===== config.mk =====
export PLATFORM = sky130hd
export DESIGN_NAME = ebs_brake_sequencer
export DESIGN_NICKNAME = d
export VERILOG_FILES = /design/src/rtl/ebs_pkg.sv /design/src/rtl/ebs_delay_timer.sv /design/src/rtl/ebs_brake_sequencer.sv
export SDC_FILE = /design/constraint.sdc
export NUM_CORES = 1
export LEC_CHECK = 0
export ABC_AREA = 1
export ABC_CLOCK_PERIOD_IN_PS = 8900
export BUFFER_PORTS_ARGS = -buffer_cell sky130_fd_sc_hd__buf_4
export CAP_MARGIN = 30
export CORE_UTILIZATION = 53
export DETAILED_ROUTE_END_ITERATION = 6
export GPL_ROUTABILITY_DRIVEN = 0
export PLACE_DENSITY = 0.81
export SLEW_MARGIN = 20
export SYNTH_ARGS = -nofsm -noshare
export SYNTH_HDL_FRONTEND = slang
export SYNTH_HIERARCHICAL = 1
export SYNTH_SLANG_ARGS = --single-unit

===== constraint.sdc =====
create_clock -name CLK -period 8.9 [get_ports CLK]
set_clock_uncertainty 0.05 [all_clocks]
set_input_delay 0.445 -clock CLK [delete_from_list [all_inputs] [get_ports CLK]]
set_output_delay 0.445 -clock CLK [all_outputs]
set_load 0.03 [all_outputs]

===== src/rtl/ebs_pkg.sv =====
// package: constants, register map and carrier types of the brake sequencer
package ebs_pkg;

   // ==========================================================
   // timebase
   localparam int CLK_FREQ_HZ = 10_000_000;
   localparam int MS_PER_S = 1000;
   localparam int CYCLES_PER_MS = CLK_FREQ_HZ / MS_PER_S;
   localparam int DLY_W = 16;
   localparam logic [DLY_W-1:0] DEBOUNCE_MS = 16'h0064;
   localparam logic [DLY_W-1:0] MAGNETIZE_MS = 16'h0064;
   localparam logic [DLY_W-1:0] DEMAG_MS = 16'h00c8;

   // ==========================================================
   // register map, byte addresses
   localparam int ADDR_W = 5;
   localparam logic [ADDR_W-1:0] REG_CTRL = 5'h00;
   localparam logic [ADDR_W-1:0] REG_REL_DLY = 5'h04;
   localparam logic [ADDR_W-1:0] REG_APP_DLY = 5'h08;
   localparam logic [ADDR_W-1:0] REG_LOAD_TIME = 5'h0c;
   localparam logic [ADDR_W-1:0] REG_STATUS = 5'h10;

   // control fields
   localparam int CTRL_W = 3;
   localparam int CTRL_DIG_MAG_BIT = 0;
   localparam int CTRL_RELAY_BRAKE_BIT = 1;
   localparam int CTRL_CONT_DEV_BIT = 2;
   localparam logic [CTRL_W-1:0] CTRL_RST = 3'h4;
   localparam logic [DLY_W-1:0] REL_DLY_RST = 16'h0064;
   localparam logic [DLY_W-1:0] APP_DLY_RST = 16'h0064;
   localparam logic [DLY_W-1:0] LOAD_TIME_RST = 16'h0000;

   // status fields
   localparam int STS_STATE_LSB = 0;
   localparam int STS_BRAKE_BIT = 4;
   localparam int STS_MAG_BIT = 5;
   localparam int STS_OUTEN_BIT = 6;
   localparam int STS_CONT_BIT = 7;
   localparam int STS_PROFILE_BIT = 8;
   localparam int STS_EXT_BIT = 9;
   localparam int STS_TRIP_BIT = 10;

   // ==========================================================
   // sequence states
   typedef enum logic [3:0] {
      ST_IDLE = 4'h0,
      ST_DEBOUNCE = 4'h1,
      ST_MAGNETIZE = 4'h2,
      ST_RELEASE = 4'h3,
      ST_TRAVEL = 4'h4,
      ST_APPLY = 4'h5,
      ST_STANDSTILL = 4'h6,
      ST_EXT_RUN = 4'h7,
      ST_DEMAG = 4'h8,
      ST_TRIPPED = 4'h9
   } ebs_state_t;

   // ==========================================================
   // carriers
   localparam int PIN_W = 5;
   typedef struct packed {
      logic enable;
      logic speed_req;
      logic direction;
      logic at_floor;
      logic trip;
   } ebs_pins_t;

   typedef struct packed {
      logic brake;
      logic magnetized;
      logic output_en;
      logic contactor;
      logic profile_run;
   } ebs_drive_t;

endpackage


===== src/rtl/ebs_delay_timer.sv =====
// millisecond delay counter driven from an internal cycle prescaler
module ebs_delay_timer
   import ebs_pkg::*;
#(
   parameter int MS_CYCLES = CYCLES_PER_MS
) (
   // clock and reset
   input wire logic CLK,
   input wire logic SYS_RST,
   // control
   input wire logic restart,
   input wire logic [DLY_W-1:0] target_ms,
   // status
   output logic done
);

   localparam int PRE_W = $clog2(MS_CYCLES + 1);
   localparam logic [PRE_W-1:0] PRE_LAST = PRE_W'(MS_CYCLES - 1);

   logic [PRE_W-1:0] pre_q;
   logic [DLY_W-1:0] ms_q;
   logic tick;

   // ==========================================================
   // prescaler, restarted so every delay is whole milliseconds
   assign tick = (pre_q == PRE_LAST);

   always_ff @(posedge CLK) begin
      if (SYS_RST || restart || tick) begin
         pre_q <= '0;
      end else begin
         pre_q <= pre_q + 1'b1;
      end
   end

   // whole ms count
   // saturates at target so a long wait never wraps
   always_ff @(posedge CLK) begin
      if (SYS_RST || restart) begin
         ms_q <= '0;
      end else if (tick && ms_q < target_ms) begin
         ms_q <= ms_q + 1'b1;
      end
   end

   assign done = (ms_q >= target_ms);

endmodule


===== src/rtl/ebs_brake_sequencer.sv =====
// brake, magnetizing and contactor sequencer with its Avalon-MM register slave
//
// The Avalon-MM slave port and the register offsets are this design's own decisions.
module ebs_brake_sequencer
   import ebs_pkg::*;
#(
   parameter int MS_CYCLES = CYCLES_PER_MS
) (
   // clock and reset
   input wire logic CLK,
   input wire logic SYS_RST,
   // avalon-mm slave
   input wire logic [ADDR_W-1:0] AVS_ADDRESS,
   input wire logic AVS_READ,
   input wire logic AVS_WRITE,
   input wire logic [31:0] AVS_WRITEDATA,
   input wire logic [3:0] AVS_BYTEENABLE,
   output logic [31:0] AVS_READDATA,
   output logic AVS_WAITREQUEST,
   // controller pins, asynchronous
   input wire logic ENABLE,
   input wire logic SPEED_REQ,
   input wire logic DIRECTION,
   input wire logic AT_FLOOR,
   input wire logic TRIP,
   // drive outputs
   output logic DIGITAL_OUT_T25,
   output logic RELAY_OUT_T41,
   output logic CONTACTOR_OUT_T22,
   output logic OUTPUT_ENABLE,
   output logic HOLD_ZERO_SPEED,
   output logic PROFILE_RUN,
   output logic PROFILE_DIR
);

   // ==========================================================
   // declarations
   logic [PIN_W-1:0] pins_raw;
   logic [PIN_W-1:0] sync1_q;
   logic [PIN_W-1:0] sync2_q;
   ebs_pins_t pin_s;
   logic [CTRL_W-1:0] ctrl_q;
   logic [DLY_W-1:0] rel_dly_q;
   logic [DLY_W-1:0] app_dly_q;
   logic [DLY_W-1:0] load_time_q;
   logic ack_q;
   logic [31:0] rdata_q;
   logic [31:0] rdata_d;
   logic wr_take;
   ebs_state_t state_q;
   ebs_state_t state_d;
   logic ext_q;
   logic dly_done;
   logic [DLY_W-1:0] dly_target;
   logic [DLY_W-1:0] start_wait;
   ebs_drive_t drv_d;
   ebs_drive_t drv_q;
   logic t25_q;
   logic relay_q;
   logic t22_q;
   logic dir_q;

   // merge a 16-bit field with the two low byte lanes
   function automatic logic [DLY_W-1:0] be_merge16(input logic [DLY_W-1:0] old,
                                                   input logic [31:0] wdata,
                                                   input logic [3:0] be);
      logic [DLY_W-1:0] res;
      res = old;
      if (be[0]) begin
         res[7:0] = wdata[7:0];
      end
      if (be[1]) begin
         res[15:8] = wdata[15:8];
      end
      return res;
   endfunction

   // ==========================================================
   // pin synchronisers
   assign pins_raw = {ENABLE, SPEED_REQ, DIRECTION, AT_FLOOR, TRIP};

   // two stages per pin; only the second stage feeds logic
   generate
      for (genvar i = 0; i < PIN_W; i++) begin : g_sync
         always_ff @(posedge CLK) begin
            if (SYS_RST) begin
               sync1_q[i] <= 1'b0;
               sync2_q[i] <= 1'b0;
            end else begin
               sync1_q[i] <= pins_raw[i];
               sync2_q[i] <= sync1_q[i];
            end
         end
      end
   endgenerate

   assign pin_s = ebs_pins_t'(sync2_q);

   // ==========================================================
   // avalon slave handshake: one wait cycle per access
   assign AVS_WAITREQUEST = (AVS_READ || AVS_WRITE) && !ack_q;
   assign wr_take = AVS_WRITE && ack_q;

   always_ff @(posedge CLK) begin
      if (SYS_RST) begin
         ack_q <= 1'b0;
      end else begin
         ack_q <= (AVS_READ || AVS_WRITE) && !ack_q;
      end
   end

   // separate delays
   // writes land only at the edge after waitrequest drops
   always_ff @(posedge CLK) begin
      if (SYS_RST) begin
         ctrl_q <= CTRL_RST;
         rel_dly_q <= REL_DLY_RST;
         app_dly_q <= APP_DLY_RST;
         load_time_q <= LOAD_TIME_RST;
      end else if (wr_take) begin
         unique case (AVS_ADDRESS[ADDR_W-1:2])
            REG_CTRL[ADDR_W-1:2]: begin
               if (AVS_BYTEENABLE[0]) begin
                  ctrl_q <= AVS_WRITEDATA[CTRL_W-1:0];
               end
            end
            REG_REL_DLY[ADDR_W-1:2]: begin
               rel_dly_q <= be_merge16(rel_dly_q, AVS_WRITEDATA, AVS_BYTEENABLE);
            end
            REG_APP_DLY[ADDR_W-1:2]: begin
               app_dly_q <= be_merge16(app_dly_q, AVS_WRITEDATA, AVS_BYTEENABLE);
            end
            REG_LOAD_TIME[ADDR_W-1:2]: begin
               load_time_q <= be_merge16(load_time_q, AVS_WRITEDATA, AVS_BYTEENABLE);
            end
            default: begin
               // status and unmapped words ignore writes
            end
         endcase
      end
   end

   // read mux; unmapped words read as zero
   always_comb begin
      rdata_d = 32'h0000_0000;
      unique case (AVS_ADDRESS[ADDR_W-1:2])
         REG_CTRL[ADDR_W-1:2]: rdata_d[CTRL_W-1:0] = ctrl_q;
         REG_REL_DLY[ADDR_W-1:2]: rdata_d[DLY_W-1:0] = rel_dly_q;
         REG_APP_DLY[ADDR_W-1:2]: rdata_d[DLY_W-1:0] = app_dly_q;
         REG_LOAD_TIME[ADDR_W-1:2]: rdata_d[DLY_W-1:0] = load_time_q;
         REG_STATUS[ADDR_W-1:2]: begin
            rdata_d[STS_STATE_LSB+3:STS_STATE_LSB] = state_q;
            rdata_d[STS_BRAKE_BIT] = drv_q.brake;
            rdata_d[STS_MAG_BIT] = drv_q.magnetized;
            rdata_d[STS_OUTEN_BIT] = drv_q.output_en;
            rdata_d[STS_CONT_BIT] = drv_q.contactor;
            rdata_d[STS_PROFILE_BIT] = drv_q.profile_run;
            rdata_d[STS_EXT_BIT] = ext_q;
            rdata_d[STS_TRIP_BIT] = pin_s.trip;
         end
         default: rdata_d = 32'h0000_0000;
      endcase
   end

   // captured on the waiting edge so it stands when waitrequest drops
   always_ff @(posedge CLK) begin
      if (SYS_RST) begin
         rdata_q <= 32'h0000_0000;
      end else if (AVS_READ && !ack_q) begin
         rdata_q <= rdata_d;
      end
   end

   assign AVS_READDATA = rdata_q;

   // ==========================================================
   // step delays
   // longer of release delay and load time
   assign start_wait = (rel_dly_q > load_time_q) ? rel_dly_q : load_time_q;

   always_comb begin
      unique case (state_q)
         ST_DEBOUNCE: dly_target = DEBOUNCE_MS;
         ST_MAGNETIZE: dly_target = MAGNETIZE_MS;
         ST_RELEASE: dly_target = start_wait;
         ST_APPLY: dly_target = app_dly_q;
         ST_DEMAG: dly_target = DEMAG_MS;
         default: dly_target = '0;
      endcase
   end

   ebs_delay_timer #(
      .MS_CYCLES(MS_CYCLES)
   ) u_timer (
      .CLK(CLK),
      .SYS_RST(SYS_RST),
      .restart(state_d != state_q),
      .target_ms(dly_target),
      .done(dly_done)
   );

   // ==========================================================
   // sequence state machine
   always_comb begin
      state_d = state_q;
      unique case (state_q)
         ST_IDLE: begin
            if (pin_s.enable) begin
               state_d = ST_DEBOUNCE;
            end
         end
         ST_DEBOUNCE: begin
            if (!pin_s.enable) begin
               state_d = ST_IDLE;
            end else if (dly_done) begin
               state_d = ST_MAGNETIZE;
            end
         end
         ST_MAGNETIZE: begin
            if (!pin_s.enable) begin
               state_d = ST_DEMAG;
            end else if (dly_done) begin
               state_d = ext_q ? ST_EXT_RUN : ST_RELEASE;
            end
         end
         ST_RELEASE: begin
            if (!pin_s.enable) begin
               state_d = ST_DEMAG;
            end else if (dly_done) begin
               state_d = ST_TRAVEL;
            end
         end
         ST_TRAVEL: begin
            if (!pin_s.enable) begin
               state_d = ST_DEMAG;
            end else if (!pin_s.speed_req && pin_s.at_floor) begin
               state_d = ST_APPLY;
            end
         end
         ST_APPLY: begin
            if (!pin_s.enable) begin
               state_d = ST_DEMAG;
            end else if (dly_done) begin
               state_d = ST_STANDSTILL;
            end
         end
         ST_STANDSTILL: begin
            if (!pin_s.enable) begin
               state_d = ST_DEMAG;
            end
         end
         ST_EXT_RUN: begin
            if (!pin_s.enable) begin
               state_d = ST_DEMAG;
            end
         end
         ST_DEMAG: begin
            if (dly_done) begin
               state_d = ST_IDLE;
            end
         end
         ST_TRIPPED: begin
            // stays down until trip clears and enable is withdrawn
            if (!pin_s.trip && !pin_s.enable) begin
               state_d = ST_IDLE;
            end
         end
         default: state_d = ST_IDLE;
      endcase
      if (pin_s.trip) begin
         state_d = ST_TRIPPED;
      end
   end

   always_ff @(posedge CLK) begin
      if (SYS_RST) begin
         state_q <= ST_IDLE;
      end else begin
         state_q <= state_d;
      end
   end

   // mode latched per travel; a mid-run change would confuse the brake owner
   always_ff @(posedge CLK) begin
      if (SYS_RST) begin
         ext_q <= 1'b0;
      end else if (state_q == ST_IDLE) begin
         ext_q <= ctrl_q[CTRL_DIG_MAG_BIT];
      end
   end

   // ==========================================================
   // drive outputs decoded from the next state
   always_comb begin
      drv_d = '0;
      // brake released only in drive mode
      drv_d.brake = !ext_q && (state_d == ST_RELEASE || state_d == ST_TRAVEL);
      // magnetized once the 100 ms step is over
      drv_d.magnetized = (state_d == ST_RELEASE) || (state_d == ST_TRAVEL) ||
                         (state_d == ST_APPLY) || (state_d == ST_STANDSTILL) ||
                         (state_d == ST_EXT_RUN);
      drv_d.output_en = drv_d.magnetized || (state_d == ST_MAGNETIZE) ||
                        (state_d == ST_DEMAG);
      drv_d.contactor = drv_d.output_en || (state_d == ST_DEBOUNCE);
      // profile only after start wait or in external run; speed applied by controller
      drv_d.profile_run = pin_s.speed_req &&
                          (state_d == ST_TRAVEL || state_d == ST_EXT_RUN);
   end

   always_ff @(posedge CLK) begin
      if (SYS_RST) begin
         drv_q <= '0;
      end else begin
         drv_q <= drv_d;
      end
   end

   always_ff @(posedge CLK) begin
      if (SYS_RST) begin
         t25_q <= 1'b0;
         relay_q <= 1'b0;
         t22_q <= 1'b0;
      end else begin
         t25_q <= ctrl_q[CTRL_DIG_MAG_BIT] ? drv_d.magnetized : drv_d.brake;
         relay_q <= ctrl_q[CTRL_RELAY_BRAKE_BIT] && drv_d.brake;
         t22_q <= ctrl_q[CTRL_CONT_DEV_BIT] && drv_d.contactor;
      end
   end

   // direction frozen at profile start
   always_ff @(posedge CLK) begin
      if (SYS_RST) begin
         dir_q <= 1'b0;
      end else if (drv_d.profile_run && !drv_q.profile_run) begin
         dir_q <= pin_s.direction;
      end
   end

   assign DIGITAL_OUT_T25 = t25_q;
   assign RELAY_OUT_T41 = relay_q;
   assign CONTACTOR_OUT_T22 = t22_q;
   assign OUTPUT_ENABLE = drv_q.output_en;
   assign HOLD_ZERO_SPEED = !drv_q.profile_run;
   assign PROFILE_RUN = drv_q.profile_run;
   assign PROFILE_DIR = dir_q;

   // ==========================================================
   // assertions
   AST_TRIP_BRAKE: assert property (@(posedge CLK) disable iff (SYS_RST)
      pin_s.trip |=> !drv_q.brake && !relay_q ##1 !t25_q || ctrl_q[CTRL_DIG_MAG_BIT])
      else $error("brake still released after trip");

   AST_T25_ROUTE: assert property (@(posedge CLK) disable iff (SYS_RST)
      !ctrl_q[CTRL_DIG_MAG_BIT] && $stable(ctrl_q) |=> t25_q == drv_q.brake)
      else $error("terminal 25 does not follow brake signal");

   AST_RELAY_ROUTE: assert property (@(posedge CLK) disable iff (SYS_RST)
      $stable(ctrl_q) |=> relay_q == ($past(ctrl_q[CTRL_RELAY_BRAKE_BIT]) && drv_q.brake))
      else $error("relay output routing wrong");

   AST_DEBOUNCE_OFF: assert property (@(posedge CLK) disable iff (SYS_RST)
      state_q == ST_DEBOUNCE |-> !drv_q.output_en)
      else $error("power output enabled during debounce");

   AST_MAG_FIRST: assert property (@(posedge CLK) disable iff (SYS_RST)
      $rose(drv_q.brake) |-> $past(state_q, 2) == ST_MAGNETIZE && $past(drv_q.output_en))
      else $error("brake released without magnetizing");

   AST_ZERO_SPEED: assert property (@(posedge CLK) disable iff (SYS_RST)
      state_q == ST_RELEASE |-> HOLD_ZERO_SPEED && !PROFILE_RUN)
      else $error("speed profile during release wait");

   AST_APPLY_BRAKE: assert property (@(posedge CLK) disable iff (SYS_RST)
      state_q == ST_APPLY || state_q == ST_STANDSTILL |-> !drv_q.brake)
      else $error("brake still released at floor");

   AST_DEMAG_CONT: assert property (@(posedge CLK) disable iff (SYS_RST)
      $fell(drv_q.contactor) && !$past(pin_s.trip) |-> $past(state_q) == ST_DEMAG ||
      $past(state_q) == ST_DEBOUNCE)
      else $error("contactor opened before demagnetizing");

   AST_EXT_NO_BRAKE: assert property (@(posedge CLK) disable iff (SYS_RST)
      state_q == ST_EXT_RUN |-> drv_q.magnetized && !drv_q.brake)
      else $error("external mode magnetized flag wrong");

   AST_ABORT_BRAKE: assert property (@(posedge CLK) disable iff (SYS_RST)
      state_q == ST_TRAVEL && !pin_s.enable && !pin_s.trip |=>
      !drv_q.brake && state_q == ST_DEMAG)
      else $error("enable loss in travel did not apply brake");

endmodule


==> impl_metrics.yaml <==
run_status:
  status: "complete, no violations"
grt:
  first_global_vias: 5924
  antenna_found_initial: 0
  grt_max_degree: 59
  grt.total_usage: 0.265
  overflow: 0
  grt_pass1_wl_um: 27800
drt:
  viasPerCell: 5.52
  post_drt_wl_per_cell_um: 14.1
  drt_iter0_drc: 579
  firstDrtPassIters: 5
  wl_um: 17100
  drtAntennaViolNets: 0
  num_vias: 6683
  drcViolationCount: 0
timing:
  rsz0062_at_grt: "false"
  post-route-period-util: 0.729
  final_hold_viol_count: 0
  fmax_mhz: 154
  min_period_ns: 6.49
  final_max_slew_viol_count: 0
  worst_pin_slew_ns: 0.905
  slew_headroom: 0.389
  hold_slack_ns: 0.172
  setup_violations: 0
  finalSetupTns_ns: 0
critical_path:
  slowest_stage: "nand2_1"
  reg2reg_depth: 36
  arrival_ns: 6.79
  required_ns: 9.21
  crit_family: "simple AND/OR/NAND/NOR gates"
  rr_endpoint: "u_timer/ms_q[6]"
  path_common_cell: "nand2_1"
  path_buf_inv: 5
  r2r_slack_ns: 2.41
  setup.worst_path.class: "flop to flop"
  critPathLaunch: "load_time_q[1]"
  endpoint_kind: "flop"
  cp.depth: 36
  critPathLaunchType: "flop"
  cp_max_fo: 22
  slowest_delay_ns: 0.56
  crit_end: "u_timer/ms_q[6]"
  reg2reg_from: "load_time_q[1]"
flow_run:
  drv_cap: 0
yosys:
  ys_seq_elements: 122
  yosysSeqAreaShare: 0.353
  avgSynthCellArea_sq_um: 7.02
  syn_area_sq_um: 6920
  ys.warnings.count: 6
  syn-instance-count: 985
  yosysUniqueCellTypes: 43
clocking:
  cts_sinks: 122
  post_cts_resized: 0
  cts_buffers: 17
  clkTransAtPathRegs_ns: 0.06
  cts_hold_buffers: 0
  clockRootBuffer: "clkbuf_16"
  clk_latency_ns: 0.42
  cts_buffer_depth: 2
  cts_tree: "yes"
  htree_levels: 4
  post_cts_buffers: 0
power:
  peakVddDrop_v: 0.000132
  clkPwrFrac: 0.538
  p_sw_uw: 348
  power_frac_comb: 0.082
  p_int_mw: 1.13
  p_sw_frac: 0.236
  powerDensity_nw_per_um2: 184
  seqPwrFrac: 0.380
  power_mw: 1.47
  p_leak_nw: 3.30
cells_and_area:
  layout.cells.most_common: "nand2_1"
  nNetsFinal: 1109
  fin_util: 0.632
  area_growth_pct: 15.9
  diodes: 0
  drive_gt1_frac: 0.142
  layout.cells.most_common_list: "151 x nand2_1, 137 x inv_1, 122 x dfxtp_1"
die:
  die_h_um: 116
  dieArea_sq_um: 13500
  die_w_um: 116
  start_util: 0.546
  rows: 41
  io_pins: 90
  core_area_sq_um: 12700
placed_design:
  post-dp-hpwl_um: 11900
  numPortBuffers: 53
hold_path:
  hp-class: "input pin to flop"
==> sequential cells by signal, summed over array words and instances (netlist names), 3 cells and up <==
name	count
AVS_READDATA	16
app_dly_q	16
load_time_q	16
rel_dly_q	16
u_timer/ms_q	16
u_timer/pre_q	14
pin_s	5
sync1_q	5
state_q	4
ctrl_q	3
drv_q	3
==> metrics by stage <==
step	cells	area, sq um	setup WS, ns
2_1_floorplan	1000	6970	4.48
3_3_place_gp	1177	7320	2.85
3_5_place_dp	1178	7330	2.71
4_1_cts	1210	8010	2.56
5_1_grt	1210	8010	1.79
6_report	1210	8010	2.41
==> logic make-up (layout without fill, tap and decap cells) <==
logic type | count (synthesis) | count (layout) | synth area share
other | 1 | 16 | 0.000542
adder cells (fa/ha/maj) | 34 | 34 | 0.0615
XOR/XNOR | 11 | 11 | 0.0139
AND/OR/NAND/NOR | 397 | 397 | 0.277
flip-flops | 122 | 122 | 0.353
AO/OA/AOI/OAI | 222 | 222 | 0.173
buffers and inverters | 198 | 236 | 0.120
==> how the worst min path moves through the flow <==
| stage | from | depth (start not counted) | end | slack, ns |
|---|---|---|---|---|
| floorplan | sync1_q[0] | 2 | pin_s[0] | 0.34 |
| global placement | sync1_q[0] | 2 | pin_s[0] | 0.34 |
| detailed placement | sync1_q[1] | 2 | pin_s[1] | 0.35 |
| CTS | TRIP | 3 | sync1_q[0] | 0.16 |
| global route | TRIP | 3 | sync1_q[0] | 0.18 |
| finish | TRIP | 3 | sync1_q[0] | 0.17 |
==> power by group through the flow <==
stage               Clock, mW  Combinational, mW  Sequential [mW]
floorplan                   0             0.0848            0.575
global placement            0              0.114            0.572
detailed placement          0              0.117            0.572
CTS                     0.802              0.119            0.561
global route            0.826              0.133            0.561
finish                  0.793              0.121            0.561
==> metal layers <==
layer	GRT usage	routed length (um)	vias up
met3	0.0576	1120	42
met2	0.438	8080	281
met1	0.328	7450	3039
li1	-	-	3321
met5	0	0	-
met4	0.124	425	0
==> Yosys cell counts, drive strengths merged <==
library cell / instances / area [sq um]
nand2: 166 / 671
buf: 31 / 204
ha: 34 / 425
o21bai: 4 / 41.3
nor2: 101 / 452
o22ai: 19 / 119
nand3: 83 / 455
a21o: 1 / 7.51
o311ai: 1 / 8.76
o211a: 1 / 10.0
clkbuf: 19 / 71.3
and3: 1 / 6.26
conb: 1 / 3.75
o211ai: 4 / 30.0
a221oi: 4 / 35.0
xor2: 11 / 96.3
o21ai: 88 / 440
clkinv: 2 / 8.75
nand3b: 2 / 15.0
a31oi: 1 / 6.26
nand4: 29 / 203
dfxtp: 122 / 2440
nor3: 13 / 101
nor3b: 2 / 15.0
a21oi: 99 / 499
inv: 146 / 548
==> worst register-to-register path: cells and delay by family, from the launching register on <==
kind	cells	cell delay [ns]
compound gates	7	1.30
fa+ha+maj	2	0.62
buf+inv	5	0.62
flops	1	0.30
simple gates	22	3.54
==> final cells by class <==
class                      count  area, sq um
fill                        1111         4660
multi-input combinational    680         3700
clock buffer                  19          443
clock inverter                13          239
tap                          172          215
timing repair buffer          56          420
sequential                   122         2440
inverter                     148          557
Power figures use the tool's default switching activity.
